`config.mk`:
```
export PLATFORM = sky130hd
export DESIGN_NAME = ush_core
export DESIGN_NICKNAME = d
export VERILOG_FILES = /design/src/hw/ush_pkg.sv /design/src/hw/ush_core.sv /design/src/hw/ush_fifo.sv /design/src/hw/ush_serial.sv
export SDC_FILE = /design/constraint.sdc
export NUM_CORES = 1
export LEC_CHECK = 0
export BUFFER_PORTS_ARGS = -buffer_cell sky130_fd_sc_hd__buf_4
export CORE_MARGIN = 3
export CORE_UTILIZATION = 65
export DETAILED_ROUTE_END_ITERATION = 10
export PLACE_DENSITY_LB_ADDON = 0.2
export SYNTH_ARGS = -nofsm -noshare
export SYNTH_HDL_FRONTEND = slang
export SYNTH_SLANG_ARGS = --single-unit
```
`constraint.sdc`:
```
create_clock -name clk -period 7.9 [get_ports clk]
set_clock_uncertainty 0.1 [all_clocks]
set_input_delay 1.185 -clock clk [delete_from_list [all_inputs] [get_ports clk]]
set_output_delay 1.185 -clock clk [all_outputs]
set_load 0.01 [all_outputs]
```
`src/hw/ush_pkg.sv`:
```
package ush_pkg;

    // Bus geometry
    localparam int unsigned ADDR_W = 32;
    localparam int unsigned DATA_W = 32;
    localparam int unsigned BYTE_W = 8;
    localparam int unsigned FIFO_DEPTH = 16;
    localparam int unsigned PTR_W = 4;
    localparam int unsigned CNT_W = 5;
    localparam logic [CNT_W-1:0] FIFO_FULL_CNT = 5'h10;

    // Shadow data windows (byte addresses)
    localparam logic [ADDR_W-1:0] SHADOW_WINDOW_11 = 32'h5000115C;
    localparam logic [ADDR_W-1:0] SHADOW_WINDOW_12 = 32'h50001160;
    // Control and status registers
    localparam logic [ADDR_W-1:0] FIFO_CTRL_ADDR = 32'h50001180;
    localparam logic [ADDR_W-1:0] LINE_STAT_ADDR = 32'h50001184;
    localparam logic [ADDR_W-1:0] INT_STAT_ADDR = 32'h50001188;
    localparam logic [ADDR_W-1:0] INT_CLR_ADDR = 32'h5000118C;
    localparam logic [ADDR_W-1:0] INT_EN_ADDR = 32'h50001190;

    // Field positions
    localparam int unsigned FIFO_EN_BIT = 0;
    localparam int unsigned IR_MODE_BIT = 1;
    localparam int unsigned LS_DR_BIT = 0;
    localparam int unsigned LS_OVR_BIT = 1;
    localparam int unsigned LS_TRANSMIT_HOLDING_EMPTY_FLAG_BIT = 5;
    localparam int unsigned LS_TXFULL_BIT = 6;

    // Interrupt events
    localparam int unsigned EV_W = 3;
    localparam int unsigned EV_RX_BIT = 0;
    localparam int unsigned EV_OVR_BIT = 1;
    localparam int unsigned EV_TRANSMIT_HOLDING_EMPTY_FLAG_BIT = 2;

    localparam logic [BYTE_W-1:0] BYTE_RST = 8'h00;
    localparam logic [DATA_W-1:0] RD_UNMAPPED = 32'h00000000;

    // Bus request as seen by the slave
    typedef struct packed {
        logic              cyc;
        logic              stb;
        logic              we;
        logic [3:0]        sel;
        logic [ADDR_W-1:0] adr;
        logic [DATA_W-1:0] dat;
    } ush_wb_req_t;

    // Byte stream between core and serial engine
    typedef struct packed {
        logic              valid;
        logic [BYTE_W-1:0] data;
    } ush_byte_t;

endpackage

```
`src/hw/ush_core.sv`:
```
`timescale 1ns/10ps
// Behaviour
// - Shadow windows alias receive and transmit data
// - Read low byte returns received character
// - Non-FIFO unread byte overwritten, overrun flagged
// - FIFO mode read pops receive head
// - Full receive FIFO drops new byte, overrun
// - Written byte sent on serial or IR
// - Non-FIFO write clears holding empty flag
// - Non-FIFO rewrite replaces pending transmit byte
// - FIFO mode accepts sixteen bytes before full
// - Write to full transmit FIFO discarded
module ush_core
    import ush_pkg::*;
(
    input  wire logic                clk,
    input  wire logic                rst_n,
    input  wire logic                wb_cyc_i,
    input  wire logic                wb_stb_i,
    input  wire logic                wb_we_i,
    input  wire logic [3:0]          wb_sel_i,
    input  wire logic [ADDR_W-1:0]   wb_adr_i,
    input  wire logic [DATA_W-1:0]   wb_dat_i,
    output logic      [DATA_W-1:0]   wb_dat_o,
    output logic                     wb_ack_o,
    input  wire logic                serial_in,
    input  wire logic                ir_in,
    output logic                     serial_out,
    output logic                     ir_out_n,
    output logic                     irq
);
    import ush_pkg::*;

    ////////////////////////////////////////////////////////////////////////////
    // Input synchronisers
    logic [1:0] sin_sync_reg;
    logic [1:0] ir_sync_reg;
    always_ff @(posedge clk) begin
        if (!rst_n) begin
            sin_sync_reg <= 2'h3;
            ir_sync_reg  <= 2'h3;
        end else begin
            sin_sync_reg <= {sin_sync_reg[0], serial_in};
            ir_sync_reg  <= {ir_sync_reg[0], ir_in};
        end
    end

    ////////////////////////////////////////////////////////////////////////////
    // Bus decode
    function automatic logic is_window(input logic [ADDR_W-1:0] a);
        return (a == SHADOW_WINDOW_11) || (a == SHADOW_WINDOW_12);
    endfunction

    ush_wb_req_t req;
    assign req = '{cyc: wb_cyc_i, stb: wb_stb_i, we: wb_we_i,
                   sel: wb_sel_i, adr: wb_adr_i, dat: wb_dat_i};

    wire access   = req.cyc && req.stb && !wb_ack_o;
    wire wr_acc   = access && req.we;
    wire rd_acc   = access && !req.we;
    wire hit_win  = is_window(req.adr);
    wire wr_win   = wr_acc && hit_win && req.sel[0];
    wire rd_win   = rd_acc && hit_win;
    wire wr_fctl  = wr_acc && (req.adr == FIFO_CTRL_ADDR) && req.sel[0];
    wire wr_iclr  = wr_acc && (req.adr == INT_CLR_ADDR) && req.sel[0];
    wire wr_ien   = wr_acc && (req.adr == INT_EN_ADDR) && req.sel[0];

    ////////////////////////////////////////////////////////////////////////////
    // Control
    logic [1:0] fctl_reg;
    wire        fifo_en = fctl_reg[FIFO_EN_BIT];
    wire        ir_mode = fctl_reg[IR_MODE_BIT];
    wire        fifo_toggle = wr_fctl && (req.dat[FIFO_EN_BIT] != fifo_en);

    always_ff @(posedge clk) begin
        if (!rst_n) begin
            fctl_reg <= '0;
        end else if (wr_fctl) begin
            fctl_reg <= req.dat[1:0];
        end
    end

    ////////////////////////////////////////////////////////////////////////////
    // Serial engine
    ush_byte_t rx_byte;
    ush_byte_t tx_byte;
    logic      tx_ready;
    logic      tx_line;
    wire       rx_line = ir_mode ? ir_sync_reg[1] : sin_sync_reg[1];

    ush_serial u_serial (
        .clk      (clk),
        .rst_n    (rst_n),
        .rx_line  (rx_line),
        .tx_in    (tx_byte),
        .tx_ready (tx_ready),
        .tx_line  (tx_line),
        .rx_out   (rx_byte)
    );

    ////////////////////////////////////////////////////////////////////////////
    // Receive path
    logic [BYTE_W-1:0] rbr_reg;
    logic              rbr_full_reg;
    logic [BYTE_W-1:0] rxf_head;
    logic              rxf_empty;
    logic              rxf_full;
    logic              ovr_reg;

    wire rxf_pop  = rd_win && fifo_en;
    wire rx_drop  = rx_byte.valid && fifo_en && rxf_full && !rxf_pop;
    wire rx_over  = rx_byte.valid && !fifo_en && rbr_full_reg && !rd_win;
    wire data_rdy = fifo_en ? !rxf_empty : rbr_full_reg;
    wire ovr_ev   = rx_drop || rx_over;

    ush_fifo u_rx_fifo (
        .clk       (clk),
        .rst_n     (rst_n),
        .clr       (fifo_toggle),
        .push      (rx_byte.valid && fifo_en && (!rxf_full || rxf_pop)),
        .push_data (rx_byte.data),
        .pop       (rxf_pop),
        .head      (rxf_head),
        .empty     (rxf_empty),
        .full      (rxf_full)
    );

    always_ff @(posedge clk) begin
        if (!rst_n) begin
            rbr_reg      <= BYTE_RST;
            rbr_full_reg <= 1'b0;
        end else if (rx_byte.valid && !fifo_en) begin
            rbr_reg      <= rx_byte.data;
            rbr_full_reg <= 1'b1;
        end else if (rd_win && !fifo_en) begin
            rbr_full_reg <= 1'b0;
        end
    end

    ////////////////////////////////////////////////////////////////////////////
    // Transmit path
    logic [BYTE_W-1:0] thr_reg;
    logic              thr_full_reg;
    logic [BYTE_W-1:0] txf_head;
    logic              txf_empty;
    logic              txf_full;

    wire tx_take  = tx_ready && (fifo_en ? !txf_empty : thr_full_reg);
    wire transmit_holding_empty_flag     = fifo_en ? txf_empty : !thr_full_reg;
    assign tx_byte = '{valid: tx_take, data: fifo_en ? txf_head : thr_reg};

    ush_fifo u_tx_fifo (
        .clk       (clk),
        .rst_n     (rst_n),
        .clr       (fifo_toggle),
        .push      (wr_win && fifo_en && !txf_full),
        .push_data (req.dat[BYTE_W-1:0]),
        .pop       (tx_take && fifo_en),
        .head      (txf_head),
        .empty     (txf_empty),
        .full      (txf_full)
    );

    always_ff @(posedge clk) begin
        if (!rst_n) begin
            thr_reg      <= BYTE_RST;
            thr_full_reg <= 1'b0;
        end else if (wr_win && !fifo_en) begin
            thr_reg      <= req.dat[BYTE_W-1:0];
            thr_full_reg <= 1'b1;
        end else if (tx_take && !fifo_en) begin
            thr_full_reg <= 1'b0;
        end
    end

    ////////////////////////////////////////////////////////////////////////////
    // Overrun and interrupts
    logic [EV_W-1:0] ist_reg;
    logic [EV_W-1:0] ien_reg;
    logic            transmit_holding_empty_flag_q_reg;
    wire  [EV_W-1:0] ev;
    wire  [EV_W-1:0] clr_mask = wr_iclr ? req.dat[EV_W-1:0] : '0;
    wire  [EV_W-1:0] ist_next = ev | (ist_reg & ~clr_mask);
    wire  [EV_W-1:0] ien_next = wr_ien ? req.dat[EV_W-1:0] : ien_reg;

    assign ev[EV_RX_BIT]   = rx_byte.valid && !ovr_ev;
    assign ev[EV_OVR_BIT]  = ovr_ev;
    assign ev[EV_TRANSMIT_HOLDING_EMPTY_FLAG_BIT] = transmit_holding_empty_flag && !transmit_holding_empty_flag_q_reg;

    // Overrun flag clears on a line status read; a new overrun wins
    wire rd_lsr = rd_acc && (req.adr == LINE_STAT_ADDR);

    always_ff @(posedge clk) begin
        if (!rst_n) begin
            ovr_reg    <= 1'b0;
            ist_reg    <= '0;
            ien_reg    <= '0;
            transmit_holding_empty_flag_q_reg <= 1'b1;
            irq        <= 1'b0;
        end else begin
            ovr_reg    <= ovr_ev || (ovr_reg && !rd_lsr);
            ist_reg    <= ist_next;
            transmit_holding_empty_flag_q_reg <= transmit_holding_empty_flag;
            irq        <= |(ist_next & ien_next);
            if (wr_ien) begin
                ien_reg <= req.dat[EV_W-1:0];
            end
        end
    end

    ////////////////////////////////////////////////////////////////////////////
    // Read mux and ack
    logic [DATA_W-1:0] lsr_val;
    always_comb begin
        lsr_val = '0;
        lsr_val[LS_DR_BIT]     = data_rdy;
        lsr_val[LS_OVR_BIT]    = ovr_reg;
        lsr_val[LS_TRANSMIT_HOLDING_EMPTY_FLAG_BIT]   = transmit_holding_empty_flag;
        lsr_val[LS_TXFULL_BIT] = txf_full;
    end

    wire [DATA_W-1:0] rd_val =
        hit_win                      ? DATA_W'(fifo_en ? rxf_head : rbr_reg) :
        (req.adr == FIFO_CTRL_ADDR)  ? DATA_W'(fctl_reg) :
        (req.adr == LINE_STAT_ADDR)  ? lsr_val :
        (req.adr == INT_STAT_ADDR)   ? DATA_W'(ist_reg) :
        (req.adr == INT_EN_ADDR)     ? DATA_W'(ien_reg) :
                                       RD_UNMAPPED;

    always_ff @(posedge clk) begin
        if (!rst_n) begin
            wb_ack_o   <= 1'b0;
            wb_dat_o   <= '0;
            serial_out <= 1'b1;
            ir_out_n   <= 1'b1;
        end else begin
            wb_ack_o   <= access;
            wb_dat_o   <= rd_acc ? rd_val : '0;
            serial_out <= ir_mode ? 1'b1 : tx_line;
            ir_out_n   <= ir_mode ? tx_line : 1'b1;
        end
    end

    ////////////////////////////////////////////////////////////////////////////
    // Checks
    a_ack_one_cycle: assert property (@(posedge clk) disable iff (!rst_n)
        wb_ack_o |=> !wb_ack_o) else $error("ack held two cycles");
    a_write_clears_transmit_holding_empty_flag: assert property (@(posedge clk) disable iff (!rst_n)
        (wr_win && !fifo_en && !fifo_toggle) |=> !transmit_holding_empty_flag) else $error("transmit_holding_empty_flag not cleared");
    a_rewrite_replace: assert property (@(posedge clk) disable iff (!rst_n)
        (wr_win && !fifo_en && !wr_fctl) |=> thr_reg == $past(req.dat[BYTE_W-1:0]))
        else $error("pending byte not replaced");
    a_full_tx_drop: assert property (@(posedge clk) disable iff (!rst_n)
        (txf_full && !tx_take && !fifo_toggle) |=> txf_full) else $error("full fifo changed");
    a_rx_keep_full: assert property (@(posedge clk) disable iff (!rst_n)
        (rx_drop && !fifo_toggle) |=> (rxf_full && ovr_reg)) else $error("drop lost data");
    a_overrun_flag: assert property (@(posedge clk) disable iff (!rst_n)
        rx_over |=> ovr_reg ##0 rbr_full_reg) else $error("overrun not flagged");
    a_pop_on_read: assert property (@(posedge clk) disable iff (!rst_n)
        (rxf_pop && !rxf_empty && !rx_byte.valid && !fifo_toggle) |=> !rxf_full)
        else $error("read did not pop");
    a_upper_zero: assert property (@(posedge clk) disable iff (!rst_n)
        (wb_ack_o && $past(rd_win)) |-> wb_dat_o[DATA_W-1:BYTE_W] == '0)
        else $error("upper bits set");
    a_irq_level: assert property (@(posedge clk) disable iff (!rst_n)
        (irq == |(ist_reg & ien_reg))) else $error("irq mismatch");
    c_fifo_full: cover property (@(posedge clk) txf_full && fifo_en);
    c_overrun: cover property (@(posedge clk) rx_over);
    c_rx_drop: cover property (@(posedge clk) rx_drop);
    c_window_read: cover property (@(posedge clk) rd_win && data_rdy);
    c_ir_tx: cover property (@(posedge clk) ir_mode && !ir_out_n);

    a_ack_after_take: assert property (@(posedge clk) disable iff (!rst_n)
        access |=> wb_ack_o)
        else $error("request not acked");

    a_dat_idle_zero: assert property (@(posedge clk) disable iff (!rst_n)
        !wb_ack_o |-> wb_dat_o == '0)
        else $error("read data outside ack");

    a_sel_guard: assert property (@(posedge clk) disable iff (!rst_n)
        (wr_acc && hit_win && !req.sel[0]) |=> thr_reg == $past(thr_reg))
        else $error("write without lane 0 acted");

    a_plain_read: assert property (@(posedge clk) disable iff (!rst_n)
        (rd_win && !fifo_en) |=> wb_dat_o == DATA_W'($past(rbr_reg)))
        else $error("window read wrong byte");

    a_fifo_read: assert property (@(posedge clk) disable iff (!rst_n)
        (rd_win && fifo_en) |=> wb_dat_o == DATA_W'($past(rxf_head)))
        else $error("fifo head not returned");

    a_rx_ready_set: assert property (@(posedge clk) disable iff (!rst_n)
        (rx_byte.valid && !fifo_en) |=> rbr_full_reg)
        else $error("ready not set");

    a_rx_store: assert property (@(posedge clk) disable iff (!rst_n)
        (rx_byte.valid && !fifo_en) |=> rbr_reg == $past(rx_byte.data))
        else $error("received byte not stored");

    a_read_clears_ready: assert property (@(posedge clk) disable iff (!rst_n)
        (rd_win && !fifo_en && !rx_byte.valid) |=> !rbr_full_reg)
        else $error("ready not cleared");

    a_rx_push: assert property (@(posedge clk) disable iff (!rst_n)
        (rx_byte.valid && fifo_en && !rxf_full && !fifo_toggle) |=> !rxf_empty)
        else $error("received byte not queued");

    a_ovr_sticky: assert property (@(posedge clk) disable iff (!rst_n)
        (ovr_reg && !rd_lsr) |=> ovr_reg)
        else $error("overrun lost");

    a_ovr_clear: assert property (@(posedge clk) disable iff (!rst_n)
        (rd_lsr && !ovr_ev) |=> !ovr_reg)
        else $error("overrun not cleared");

    a_serial_quiet: assert property (@(posedge clk) disable iff (!rst_n)
        ir_mode |=> serial_out)
        else $error("serial line active in ir mode");

    a_ir_quiet: assert property (@(posedge clk) disable iff (!rst_n)
        !ir_mode |=> ir_out_n)
        else $error("ir line active in uart mode");

    a_tx_starts: assert property (@(posedge clk) disable iff (!rst_n)
        tx_take |=> !tx_ready)
        else $error("frame not started");

    a_transmit_holding_empty_flag_returns: assert property (@(posedge clk) disable iff (!rst_n)
        (tx_take && !fifo_en && !wr_win && !wr_fctl) |=> transmit_holding_empty_flag)
        else $error("holding empty not restored");

    a_tx_accept: assert property (@(posedge clk) disable iff (!rst_n)
        (wr_win && fifo_en && !txf_full) |=> !txf_empty)
        else $error("write not queued");

    a_ist_sticky: assert property (@(posedge clk) disable iff (!rst_n)
        !wr_iclr |=> (ist_reg & $past(ist_reg)) == $past(ist_reg))
        else $error("status bit lost");

    a_reset_values: assert property (@(posedge clk)
        !rst_n |=> (!wb_ack_o && !irq && serial_out && ir_out_n &&
                    rbr_reg == BYTE_RST && thr_reg == BYTE_RST))
        else $error("reset values wrong");
endmodule

```
`src/hw/ush_fifo.sv`:
```
`timescale 1ns/10ps
module ush_fifo
    import ush_pkg::*;
(
    input  wire logic                clk,
    input  wire logic                rst_n,
    input  wire logic                clr,
    input  wire logic                push,
    input  wire logic [BYTE_W-1:0]   push_data,
    input  wire logic                pop,
    output logic      [BYTE_W-1:0]   head,
    output logic                     empty,
    output logic                     full
);
    logic [BYTE_W-1:0] mem [FIFO_DEPTH];
    logic [PTR_W-1:0]  wr_reg;
    logic [PTR_W-1:0]  rd_reg;
    logic [CNT_W-1:0]  cnt_reg;
    wire               do_pop  = pop && !empty;
    // A push into a full FIFO is taken when the head leaves in the same cycle
    wire               do_push = push && (!full || do_pop);

    assign empty = (cnt_reg == '0);
    assign full  = (cnt_reg == FIFO_FULL_CNT);
    assign head  = mem[rd_reg];

    always_ff @(posedge clk) begin
        if (!rst_n || clr) begin
            wr_reg  <= '0;
            rd_reg  <= '0;
            cnt_reg <= '0;
        end else begin
            if (do_push) begin
                wr_reg <= wr_reg + 1'b1;
            end
            if (do_pop) begin
                rd_reg <= rd_reg + 1'b1;
            end
            cnt_reg <= cnt_reg + CNT_W'(do_push) - CNT_W'(do_pop);
        end
    end

    always_ff @(posedge clk) begin
        if (do_push) begin
            mem[wr_reg] <= push_data;
        end
    end
endmodule

```
`src/hw/ush_serial.sv`:
```
`timescale 1ns/10ps
module ush_serial
    import ush_pkg::*;
#(
    parameter int unsigned BIT_CYCLES = 16
)(
    input  wire logic              clk,
    input  wire logic              rst_n,
    input  wire logic              rx_line,
    input  ush_pkg::ush_byte_t     tx_in,
    output logic                   tx_ready,
    output logic                   tx_line,
    output ush_pkg::ush_byte_t     rx_out
);
    import ush_pkg::*;
    localparam int unsigned FRAME_BITS = 10;

    // Transmitter: start bit, eight data bits LSB first, stop bit
    logic [FRAME_BITS-1:0] tsh_reg;
    logic [3:0]            tbits_reg;
    logic [15:0]           tdiv_reg;
    wire                   t_tick = (tdiv_reg == 16'(BIT_CYCLES - 1));

    assign tx_ready = (tbits_reg == '0);
    assign tx_line  = tsh_reg[0];

    always_ff @(posedge clk) begin
        if (!rst_n) begin
            tsh_reg   <= '1;
            tbits_reg <= '0;
            tdiv_reg  <= '0;
        end else if (tx_ready) begin
            tdiv_reg <= '0;
            if (tx_in.valid) begin
                tsh_reg   <= {1'b1, tx_in.data, 1'b0};
                tbits_reg <= 4'(FRAME_BITS);
            end
        end else begin
            tdiv_reg <= t_tick ? '0 : tdiv_reg + 16'h0001;
            if (t_tick) begin
                tsh_reg   <= {1'b1, tsh_reg[FRAME_BITS-1:1]};
                tbits_reg <= tbits_reg - 4'h1;
            end
        end
    end

    // Receiver: sample mid-bit after a falling start edge
    logic [BYTE_W:0] rsh_reg;
    logic [3:0]      rbits_reg;
    logic [15:0]     rdiv_reg;
    wire             r_tick = (rdiv_reg == 16'(BIT_CYCLES - 1));

    always_ff @(posedge clk) begin
        if (!rst_n) begin
            rsh_reg   <= '0;
            rbits_reg <= '0;
            rdiv_reg  <= '0;
            rx_out    <= '0;
        end else begin
            rx_out.valid <= 1'b0;
            if (rbits_reg == '0) begin
                if (!rx_line) begin
                    rbits_reg <= 4'(FRAME_BITS);
                    rdiv_reg  <= 16'(BIT_CYCLES / 2);
                end
            end else begin
                rdiv_reg <= r_tick ? '0 : rdiv_reg + 16'h0001;
                if (r_tick) begin
                    rsh_reg   <= {rx_line, rsh_reg[BYTE_W:1]};
                    rbits_reg <= rbits_reg - 4'h1;
                    if (rbits_reg == 4'h1) begin
                        rx_out.valid <= rx_line;
                        rx_out.data  <= rsh_reg[BYTE_W:1];
                    end
                end
            end
        end
    end
endmodule
```
==> results of run 1 <==
[logic make-up after synthesis]
kind of cell,Yosys count,share of synthesized area (%)
flops,400,62.2
simple gates,338,10.7
compound gates,185,6.88
buf+inv,123,4.02
mux,117,12.7
fa+ha+maj,29,2.22
xor+xnor,25,1.29
other cells,1,0.0221
[final timing paths]
check | start | to | slack (ns) | depth (start not counted)
worst max-delay path | wb_adr_i[24] | u_rx_fifo.cnt_reg[4]$_SDFF_PP0_ | 3.67 | 13
worst min-delay path | ir_sync_reg[0]$_SDFF_PN1_ | ir_sync_reg[1]$_SDFF_PN1_ | 0.32 | 1
worst max register to register | wb_ack_o$_SDFF_PN0_ | u_rx_fifo.cnt_reg[4]$_SDFF_PP0_ | 4.35 | 11
worst min register to register | ir_sync_reg[0]$_SDFF_PN1_ | ir_sync_reg[1]$_SDFF_PN1_ | 0.32 | 1
[cells in the mapped netlist, drive strengths merged, types with 3 or more instances]
library cell and number:
o211ai 6, inv 38, nand3 31, xnor2 11, or2 3, o2bb2ai 7
o311a 3, edfxtp 256, or3 9, nor2 76, nor4 23, dfxtp 144
a21o 4, buf 54, o22ai 7, xor2 14, and3 35, mux4 73
a211oi 6, nor4b 4, nand3b 8, nor2b 9, nand2 66, a21oi 68
nor3b 3, o21a 8, clkbuf 30, mux2i 39, a31oi 6, nand2b 7
and4 5, ha 27, and2 14, mux2 5, nand4 18, nor3 16
o21ai 47
[per-layer routing]
layer	vias to the layer above	GRT usage [%]	share of wire [%]
li1	4712	-	-
met1	5089	32.5	42
met2	297	41.7	51
met3	64	3.31	4.8
met4	0	7.29	2.6
met5	-	0	0
[where the power goes]
group	leakage, uW	switching [uW]	internal, uW
combinational	0.00217	50.9	25.8
clock	0.000621	782	1040
sequential	0.00350	1.98	2210
[through the flow]
stage               area (um^2)  hold WS, ns
detailed placement        17500        0.311
global route              18700        0.337
finish                    18700        0.324
CTS                       18700        0.328
global placement          17500        0.305
floorplan                 17100        0.286
[area by class of cell]
type,instances,area (um^2)
repair buffers,65,488
clock buffers,50,1070
flip-flops and latches,400,10600
clock inverters,24,203
inverters,39,146
fillers,1597,6740
well taps,330,413
multi-input cells,718,5840
[worst register-to-register path: stages (launching register included)]
cell	delay, ns
dfxtp_1	0.33
nor4bb_1	0.71
nand4_1	0.42
a21oi_2	0.63
ha_1	0.29
inv_1	0.06
fa_1	0.41
inv_1	0.07
a21oi_1	0.06
nor2_1	0.12
or3_1	0.13
a21oi_1	0.06
==> impl_metrics.csv, run 1 <==
group,metric,value,unit
run_status,outcome,"finished, final reports clean",
worst_setup_path,crit_family,"simple AND/OR/NAND/NOR gates",
logic_synthesis,ys_seq_elements,400,
floorplanning,die_h,168,um
power,peakVddDrop,227,uV
clocking,cts_hold_buf,0,
timing,setup_slack,3.67,ns
clocking,clkTransAtPathRegs,0.06,ns
global_route,grt_pass1_wl,54.0,mm
floorplanning,die_area,0.0281,mm^2
timing,setup_tns,0,ns
clocking,post_cts_buffers,0,
global_route,grt_max_degree,44,
detailed_routing,wl_per_cell,21.1,um
detailed_routing,drc,0,
logic_synthesis,synthFlopType,"edfxtp_1",
global_route,grt_usage,24.2,%
logic_synthesis,synth_cell_types,82,
place,finalWeightedCongestion,0.878,
clocking,cts_buffers,40,
detailed_routing,routed_wl,34.4,mm
worst_setup_path,crit_fanout,15,
layout,layout_commonest_cell,"edfxtp_1",
floorplanning,num_io_pins,111,
logic_synthesis,synth_edf_count,256,
clocking,post_cts_resized,0,
power,power-per-cell-area,219,mW/mm^2
detailed_routing,ant_nets,0,
logic_synthesis,synth_top_area_cell,"edfxtp_1",
layout,final_cell_mix,"256 x edfxtp_1, 142 x dfxtp_1, 76 x nor2_1, 66 x a21oi_1",
worst_setup_path,critical_path_class,"primary input to flip-flop",
worst_setup_path,cp_cell_sequence,"buf_4, nor4_1, and3_1, nand4_1, a21oi_2, ha_1, inv_1, fa_1, inv_1, a21oi_1, nor2_1, or3_1, a21oi_1",
floorplanning,initial_core_util,66.8,%
floorplanning,die_w,168,um
timing,rsz0062_at_grt,"false",
layout,num-nets-final,1368,
timing,period_needed,4.23,ns
logic_synthesis,ys_seq_area_share,62.2,%
logic_synthesis,syn_area_per_cell,14.0,um^2
place,io_buffers,59,
timing,finalSetupViolCount,0,
run,drv_cap,0,
layout,top_regs,"u_rx_fifo.mem x128, u_tx_fifo.mem x128",
timing,drv_slew,0,
logic_synthesis,synth.area.top_cells,"edfxtp_1 45%, dfxtp_1 17%, mux4_2 7.4%, mux4_1 2.6%, mux2i_1 2.3%",
detailed_routing,drt_first_pass_iters,5,
worst_setup_path,cp-start-kind,"primary input",
timing,tightest_slew,1.25,ns
clocking,cts.sinks,400,
clocking,cts_buffer_depth,3,
worst_setup_path,critical_path.slowest_cell,"a21oi_2",
logic_synthesis,yosys.area.top_type_share,45.2,%
clocking,htreeDepth,2,
clocking,insertion_delay,0.55,ns
timing,max_freq,236,MHz
layout,fin_util,73.6,%
timing,post-route-period-util,53.5,%
detailed_routing,vias,10200,
power,total_power,4110,uW
timing,hold_viol,0,
place,pre_cts_slack,3.20,ns
worst_setup_path,worstPathArrival,4.49,ns
power,power.leakage,0.00629,uW
worst_setup_path,slowest_delay,0.62,ns
place,dp.cells,1552,
layout,syn_to_final_growth,10.2,%
floorplanning,num_rows,58,
logic_synthesis,syn-cell-area,0.0170,mm^2
global_route,grt_overflow,0,
place,dp_hpwl,22.0,mm
detailed_routing,drt-initial-drc-count,1038,
global_route,antenna_found_initial,0,
worst_setup_path,required,8.16,ns
logic_synthesis,async_flop_share,0,%
worst_setup_path,path_buf_inv,3,
logic_synthesis,yosysWarnings,0,
layout,final_cells,1626,
global_route,grt_pass1_vias,9924,
hold_path,hp-class,"flip-flop to flip-flop",
detailed_routing,detail_route.vias_per_cell,6.25,
clocking,cts-root-buf,"clkbuf_16",
timing,relSlewSlack,16.9,%
floorplanning,core,0.0255,mm^2
worst_setup_path,setup.worst_path.end_class,"flip-flop",
layout,drive_gt1_share,15.9,%
layout,num_antenna_cells,0,
clocking,cts_tree,"done",
logic_synthesis,netlist_instances,1218,
No activity file was read; power rests on OpenSTA's default activity.
==> inputs of run 2 (changes only) <==
Settings changed: ABC_AREA set to 1, CORE_UTILIZATION 65 to 61.
Clock period 7.9 ns to 4.1 ns, I/O delays scaled along.
==> impl_metrics.csv, run 2 <==
group,metric,value,unit
run_status,outcome,"finished, final reports clean",
hold_path,hold_depth,2,
floorplanning,num_io_pins,111,
logic_synthesis,synthFlopType,"edfxtp_1",
worst_setup_path,setup.worst_path.end_class,"flip-flop",
clocking,cts_buffers,41,
global_route,grt_pass1_vias,12300,
worst_setup_path,r2r-end,"u_rx_fifo.cnt_reg[4]$_SDFF_PP0_",
power,power.leakage,0.00679,uW
logic_synthesis,ys_seq_elements,400,
logic_synthesis,yosysWarnings,0,
worst_setup_path,path_buf_inv,5,
detailed_routing,drc,0,
timing,period_needed,3.24,ns
global_route,grt_overflow,0,
power,peakVddDrop,374,uV
place,io_buffers,59,
place,finalWeightedCongestion,0.876,
timing,tightest_slew,1.10,ns
detailed_routing,vias,12700,
worst_setup_path,reg2reg_depth,17,
worst_setup_path,rr_startpoint,"wb_ack_o$_SDFF_PN0_",
logic_synthesis,synth_top_area_cell,"edfxtp_1",
global_route,grt_pass1_wl,62.3,mm
worst_setup_path,crit_fanout,5,
floorplanning,core,0.0273,mm^2
floorplanning,initial_core_util,62.9,%
global_route,grt_usage,25.4,%
logic_synthesis,syn_area_per_cell,9.84,um^2
floorplanning,num_rows,60,
worst_setup_path,slowest_delay,0.44,ns
logic_synthesis,synth.area.top_cells,"edfxtp_1 45%, dfxtp_1 17%, nor2_1 6.5%, o21ai_0 5.4%, nand2_1 4.8%",
layout,syn_to_final_growth,11.4,%
worst_setup_path,critical_path.slowest_cell,"nor2_1",
layout,drive_gt1_share,9.93,%
worst_setup_path,critical_path_class,"flip-flop to flip-flop",
clocking,cts_tree,"done",
clocking,clkTransAtPathRegs,0.06,ns
worst_setup_path,crit_family,"simple AND/OR/NAND/NOR gates",
clocking,insertion_delay,0.53,ns
global_route,grt_max_degree,66,
run,drv_cap,0,
clocking,cts-root-buf,"clkbuf_16",
logic_synthesis,synthTopCellsByCount,"299 x nor2_1, 256 x edfxtp_1, 220 x nand2_1, 186 x o21ai_0, 147 x inv_1",
detailed_routing,ant_nets,0,
floorplanning,die_h,174,um
logic_synthesis,async_flop_share,0,%
place,dp_hpwl,24.6,mm
logic_synthesis,post-synth-top-count-cell,"nor2_1",
clocking,cts_hold_buf,0,
layout,top_regs,"u_rx_fifo.mem x128, u_tx_fifo.mem x128",
layout,num_antenna_cells,0,
layout,layout_commonest_cell,"nor2_1",
clocking,htreeDepth,2,
logic_synthesis,synth_edf_count,256,
logic_synthesis,ys_seq_area_share,61.5,%
worst_setup_path,cp-start-kind,"flip-flop",
logic_synthesis,yosys.area.top_type_share,44.7,%
timing,finalSetupViolCount,0,
detailed_routing,detail_route.vias_per_cell,5.76,
timing,setup_tns,0,ns
detailed_routing,drt-initial-drc-count,1238,
timing,rsz0062_at_grt,"false",
logic_synthesis,synth_cell_types,51,
timing,drv_slew,0,
clocking,cts.sinks,400,
place,placed_area,0.0179,mm^2
floorplanning,die_area,0.0302,mm^2
hold_path,hp-class,"primary input to flip-flop",
timing,post-route-period-util,79.0,%
worst_setup_path,r2r_slack,0.86,ns
logic_synthesis,syn-cell-area,0.0172,mm^2
detailed_routing,routed_wl,39.1,mm
detailed_routing,drt_first_pass_iters,7,
layout,fin_util,70.1,%
layout,final_cell_mix,"299 x nor2_1, 256 x edfxtp_1, 220 x nand2_1, 186 x o21ai_0, 147 x inv_1",
global_route,antenna_found_initial,0,
clocking,post_cts_resized,0,
layout,num-nets-final,1906,
timing,relSlewSlack,26.4,%
worst_setup_path,worstPathArrival,3.55,ns
worst_setup_path,cp_cell_sequence,"nor2_1, inv_1, nor2_1, nand2_4, nor2_4, ha_1, inv_1, ha_1, inv_1, fa_1, inv_1, a21oi_1, nor2_1, nor2_1, xor2_1, inv_1, nor2_1",
worst_setup_path,required,4.41,ns
layout,fillerInstances,2006,
hold_path,min-delay-start,"serial_in",
clocking,post_cts_buffers,0,
floorplanning,die_w,174,um
logic_synthesis,netlist_instances,1748,
clocking,cts_buffer_depth,3,
timing,max_freq,309,MHz
power,power-per-cell-area,425,mW/mm^2
worst_setup_path,cp-startpoint,"wb_ack_o$_SDFF_PN0_",
hold_path,hold_path_end,"sin_sync_reg[0]$_SDFF_PN1_",
timing,hold_viol,0,
layout,final_cell_area,0.0192,mm^2
detailed_routing,wl_per_cell,17.7,um
[run 2: changes by cell type after synthesis, sizes merged, moves of 18 or more]
| cell | delta |
|---|---|
| nor2 | +234 |
| nand2 | +162 |
| o21ai | +141 |
| inv | +117 |
| mux4 | -73 |
| nand3 | +69 |
| mux2i | -38 |
| and3 | -33 |
| o221ai | +31 |
| o211ai | +22 |
| clkbuf | +20 |
| nor4 | -18 |
[run 2: cell families after synthesis]
kind of cell | count (synthesis) | share of synthesized area, %
compound gates | 367 | 12.3
xor+xnor | 12 | 0.611
fa+ha+maj | 29 | 2.20
buf+inv | 247 | 6.05
flops | 400 | 61.5
mux | 1 | 0.0582
other cells | 1 | 0.0218
simple gates | 691 | 17.3
[run 2: report_power, final]
part	switching, uW	leakage, uW	internal, uW	total (uW)
Sequential	17.3	0.00323	4280	4290
Clock	1490	0.000624	2050	3540
Combinational	220	0.00294	95.6	315
Total	1730	0.00679	6420	8150
[run 2: layout make-up]
| class | count | area (um^2) | share of cell area [%] |
|---|---|---|---|
| Clock inverter | 13 | 101 | 0.529 |
| Multi-Input combinational cell | 1124 | 5680 | 29.6 |
| Sequential cell | 400 | 10600 | 55.2 |
| Clock buffer | 61 | 1170 | 6.12 |
| Tap cell | 372 | 465 | 2.43 |
| Timing Repair Buffer | 77 | 578 | 3.02 |
| Inverter | 158 | 596 | 3.11 |
[run 2: how the worst max path moves through the flow]
stage / to / slack, ns / cells after the start
detailed placement: u_rx_fifo.cnt_reg[4]$_SDFF_PP0_ / 0.52 / 20
global route: u_rx_fifo.cnt_reg[4]$_SDFF_PP0_ / 0.71 / 17
global placement: u_rx_fifo.cnt_reg[4]$_SDFF_PP0_ / 0.62 / 20
floorplan: u_rx_fifo.cnt_reg[4]$_SDFF_PP0_ / 1.12 / 19
CTS: u_rx_fifo.cnt_reg[4]$_SDFF_PP0_ / 0.97 / 17
finish: u_rx_fifo.cnt_reg[4]$_SDFF_PP0_ / 0.86 / 17
[run 2: stage by stage]
stage | setup WS [ns] | cells | hold WS, ns | total power (uW)
3_5_place_dp | 0.517 | 2131 | 0.302 | 4690
2_1_floorplan | 1.12 | 1771 | 0.293 | 4590
3_3_place_gp | 0.620 | 2131 | 0.296 | 4680
4_1_cts | 0.969 | 2205 | 0.159 | 8190
6_report | 0.862 | 2205 | 0.173 | 8150
5_1_grt | 0.708 | 2205 | 0.180 | 8380
[run 2: metal layers]
layer  GRT usage, %  routed length, um  vias to the layer above  part of all wire [%]
li1               -                  -                     6091                     -
met1           34.5              16400                     6035                    42
met2           42.7              18800                      479                    48
met3           3.47               2770                       94                   7.1
met4           8.38               1100                        0                   2.8
met5              0                  0                        -                     0
[run 2: worst reg2reg max path, delay by kind of cell (launching register included)]
kind | cells | cell delay, ns
buffers and inverters | 5 | 0.38
DFF | 1 | 0.35
xor gates and xnor gates | 1 | 0.13
adders and majority gates | 3 | 0.84
and+or+nand+nor | 7 | 1.25
AOI/OAI and AO/OA | 1 | 0.07
==> inputs of run 3 (changes only) <==
Clock period 4.1 ns to 2.98 ns, I/O delays scaled along.
==> impl_metrics.csv, run 3 (synthesis results as in run 2) <==
group,metric,value,unit
power,peakVddDrop,721,uV
clocking,insertion_delay,0.53,ns
timing,relSlewSlack,49.2,%
place,finalWeightedCongestion,0.876,
timing,post-route-period-util,91.5,%
timing,drv_slew,0,
power,power-per-cell-area,575,mW/mm^2
layout,final_cell_area,0.0197,mm^2
worst_setup_path,required,3.31,ns
run_status,outcome,"finished, final reports clean",
global_route,grt_usage,26.1,%
clocking,post_cts_buffers,0,
worst_setup_path,setup.worst_path.end_class,"flip-flop",
place,placed_area,0.0183,mm^2
clocking,cts.sinks,400,
timing,rsz0062_at_grt,"false",
layout,ff_latch_area,0.0106,mm^2
detailed_routing,detail_route.vias_per_cell,5.70,
power,total_power,11300,uW
run,drv_cap,0,
layout,drive_gt1_share,12.7,%
detailed_routing,routed_wl,39.8,mm
layout,multi_input_area,0.00568,mm^2
layout,layout_commonest_cell,"nor2_1",
floorplanning,die_w,174,um
layout,num-nets-final,1962,
clocking,cts-root-buf,"clkbuf_16",
layout,final_cell_mix,"298 x nor2_1, 256 x edfxtp_1, 220 x nand2_1, 186 x o21ai_0, 147 x inv_1",
detailed_routing,ant_nets,0,
global_route,antenna_found_initial,0,
worst_setup_path,worstPathArrival,3.05,ns
floorplanning,die_h,174,um
timing,finalSetupViolCount,0,
place,dp_hpwl,26.4,mm
layout,num_antenna_cells,0,
layout,top_regs,"u_rx_fifo.mem x128, u_tx_fifo.mem x128",
floorplanning,initial_core_util,62.9,%
floorplanning,num_rows,60,
detailed_routing,drc,0,
clocking,cts_tree,"done",
global_route,grt_pass1_vias,12500,
layout,fillerInstances,1961,
floorplanning,num_io_pins,111,
worst_setup_path,cp-start-kind,"flip-flop",
detailed_routing,drt-initial-drc-count,1360,
hold_path,hp-class,"primary input to flip-flop",
timing,period_needed,2.73,ns
place,io_buffers,59,
global_route,grt_overflow,0,
detailed_routing,drt_first_pass_iters,7,
layout,final_cells,2261,
detailed_routing,vias,12900,
timing,max_freq,367,MHz
worst_setup_path,critical_path_class,"flip-flop to flip-flop",
clocking,cts_buffers,40,
floorplanning,core,0.0273,mm^2
floorplanning,die_area,0.0302,mm^2
timing,tightest_slew,0.760,ns
worst_setup_path,crit_fanout,2,
clocking,cts_buffer_depth,3,
clocking,clkTransAtPathRegs,0.06,ns
place,dp.cells,2187,
detailed_routing,wl_per_cell,17.6,um
global_route,grt_pass1_wl,64.2,mm
timing,hold_viol,0,
clocking,htreeDepth,2,
power,power.leakage,0.00710,uW
global_route,grt_max_degree,66,
layout,syn_to_final_growth,14.3,%
-- run 3: changes by cell type in the layout (fill, tap and decap cells not counted), sizes merged --
cell | before | now
clkbuf | 61 | 57
clkinvlp | 1 | 2
inv | 157 | 158
buf | 77 | 133
dlygate4sd3 | 0 | 1
clkinv | 12 | 13
-- run 3: worst paths after layout --
check | start | end | slack [ns] | cells after the start
worst min register to register | sin_sync_reg[0]$_SDFF_PN1_ | sin_sync_reg[1]$_SDFF_PN1_ | 0.31 | 1
worst max register to register | u_tx_fifo.cnt_reg[3]$_SDFF_PP0_ | u_tx_fifo.cnt_reg[4]$_SDFF_PP0_ | 0.25 | 17
worst min-delay path | serial_in | sin_sync_reg[0]$_SDFF_PN1_ | 0.02 | 2
worst max-delay path | u_tx_fifo.cnt_reg[3]$_SDFF_PP0_ | u_tx_fifo.cnt_reg[4]$_SDFF_PP0_ | 0.25 | 17
-- run 3: metrics by stage --
step,TNS [ns],setup slack (ns),hold WS [ns],util (%)
after floorplan,0,0.166,0.293,-
after CTS,0,0.225,0.00438,71.9
final,0,0.252,0.0157,71.9
after global routing,0,0.0452,0.00316,71.9
after global placement,-0.124,-0.124,0.294,67.1
after detailed placement,-0.241,-0.201,0.299,67.1
-- run 3: power breakdown --
part	total, uW	switching (uW)	internal [uW]	leakage (uW)
combinational	451	310	141	0.00323
sequential	5910	24.9	5880	0.00323
clock	4940	2030	2910	0.000642
total	11300	2370	8930	0.00710
-- run 3: routing by layer --
layer / share of wire (%) / vias to the layer above / GRT usage, % / routed length (um)
met4: 2.3 / 0 / 6.90 / 927
met1: 42 / 6128 / 35.3 / 16700
met5: 0 / - / 0 / 0
li1: - / 6196 / - / -
met2: 49 / 499 / 44.0 / 19400
met3: 6.9 / 71 / 4.81 / 2750
-- run 3: critical path, stage by stage, from the launching register on --
cell     delay, ns
dfxtp_1       0.36
inv_1         0.07
ha_1          0.20
nand3_1       0.08
o21ai_0       0.11
nor2_1        0.25
ha_1          0.28
inv_1         0.06
ha_1          0.16
inv_1         0.06
fa_1          0.40
inv_1         0.08
a21oi_1       0.06
nor2_1        0.08
nor2_1        0.06
xor2_1        0.13
inv_1         0.06
nor2_1        0.04
-- run 3: final cells by class --
class,count,share of cell area (%)
Sequential cell,400,53.8
Clock inverter,16,0.592
Clock buffer,57,6.11
Timing Repair Buffer,134,5.19
Tap cell,372,2.37
Inverter,158,3.03
Multi-Input combinational cell,1124,28.9
-- run 3: timing repair --
item	4_1_cts	5_1_grt
hold buffers	1	0
endpoints found under the hold margin	1	0
gates resized for setup	0	1
setup endpoints to repair	0	1
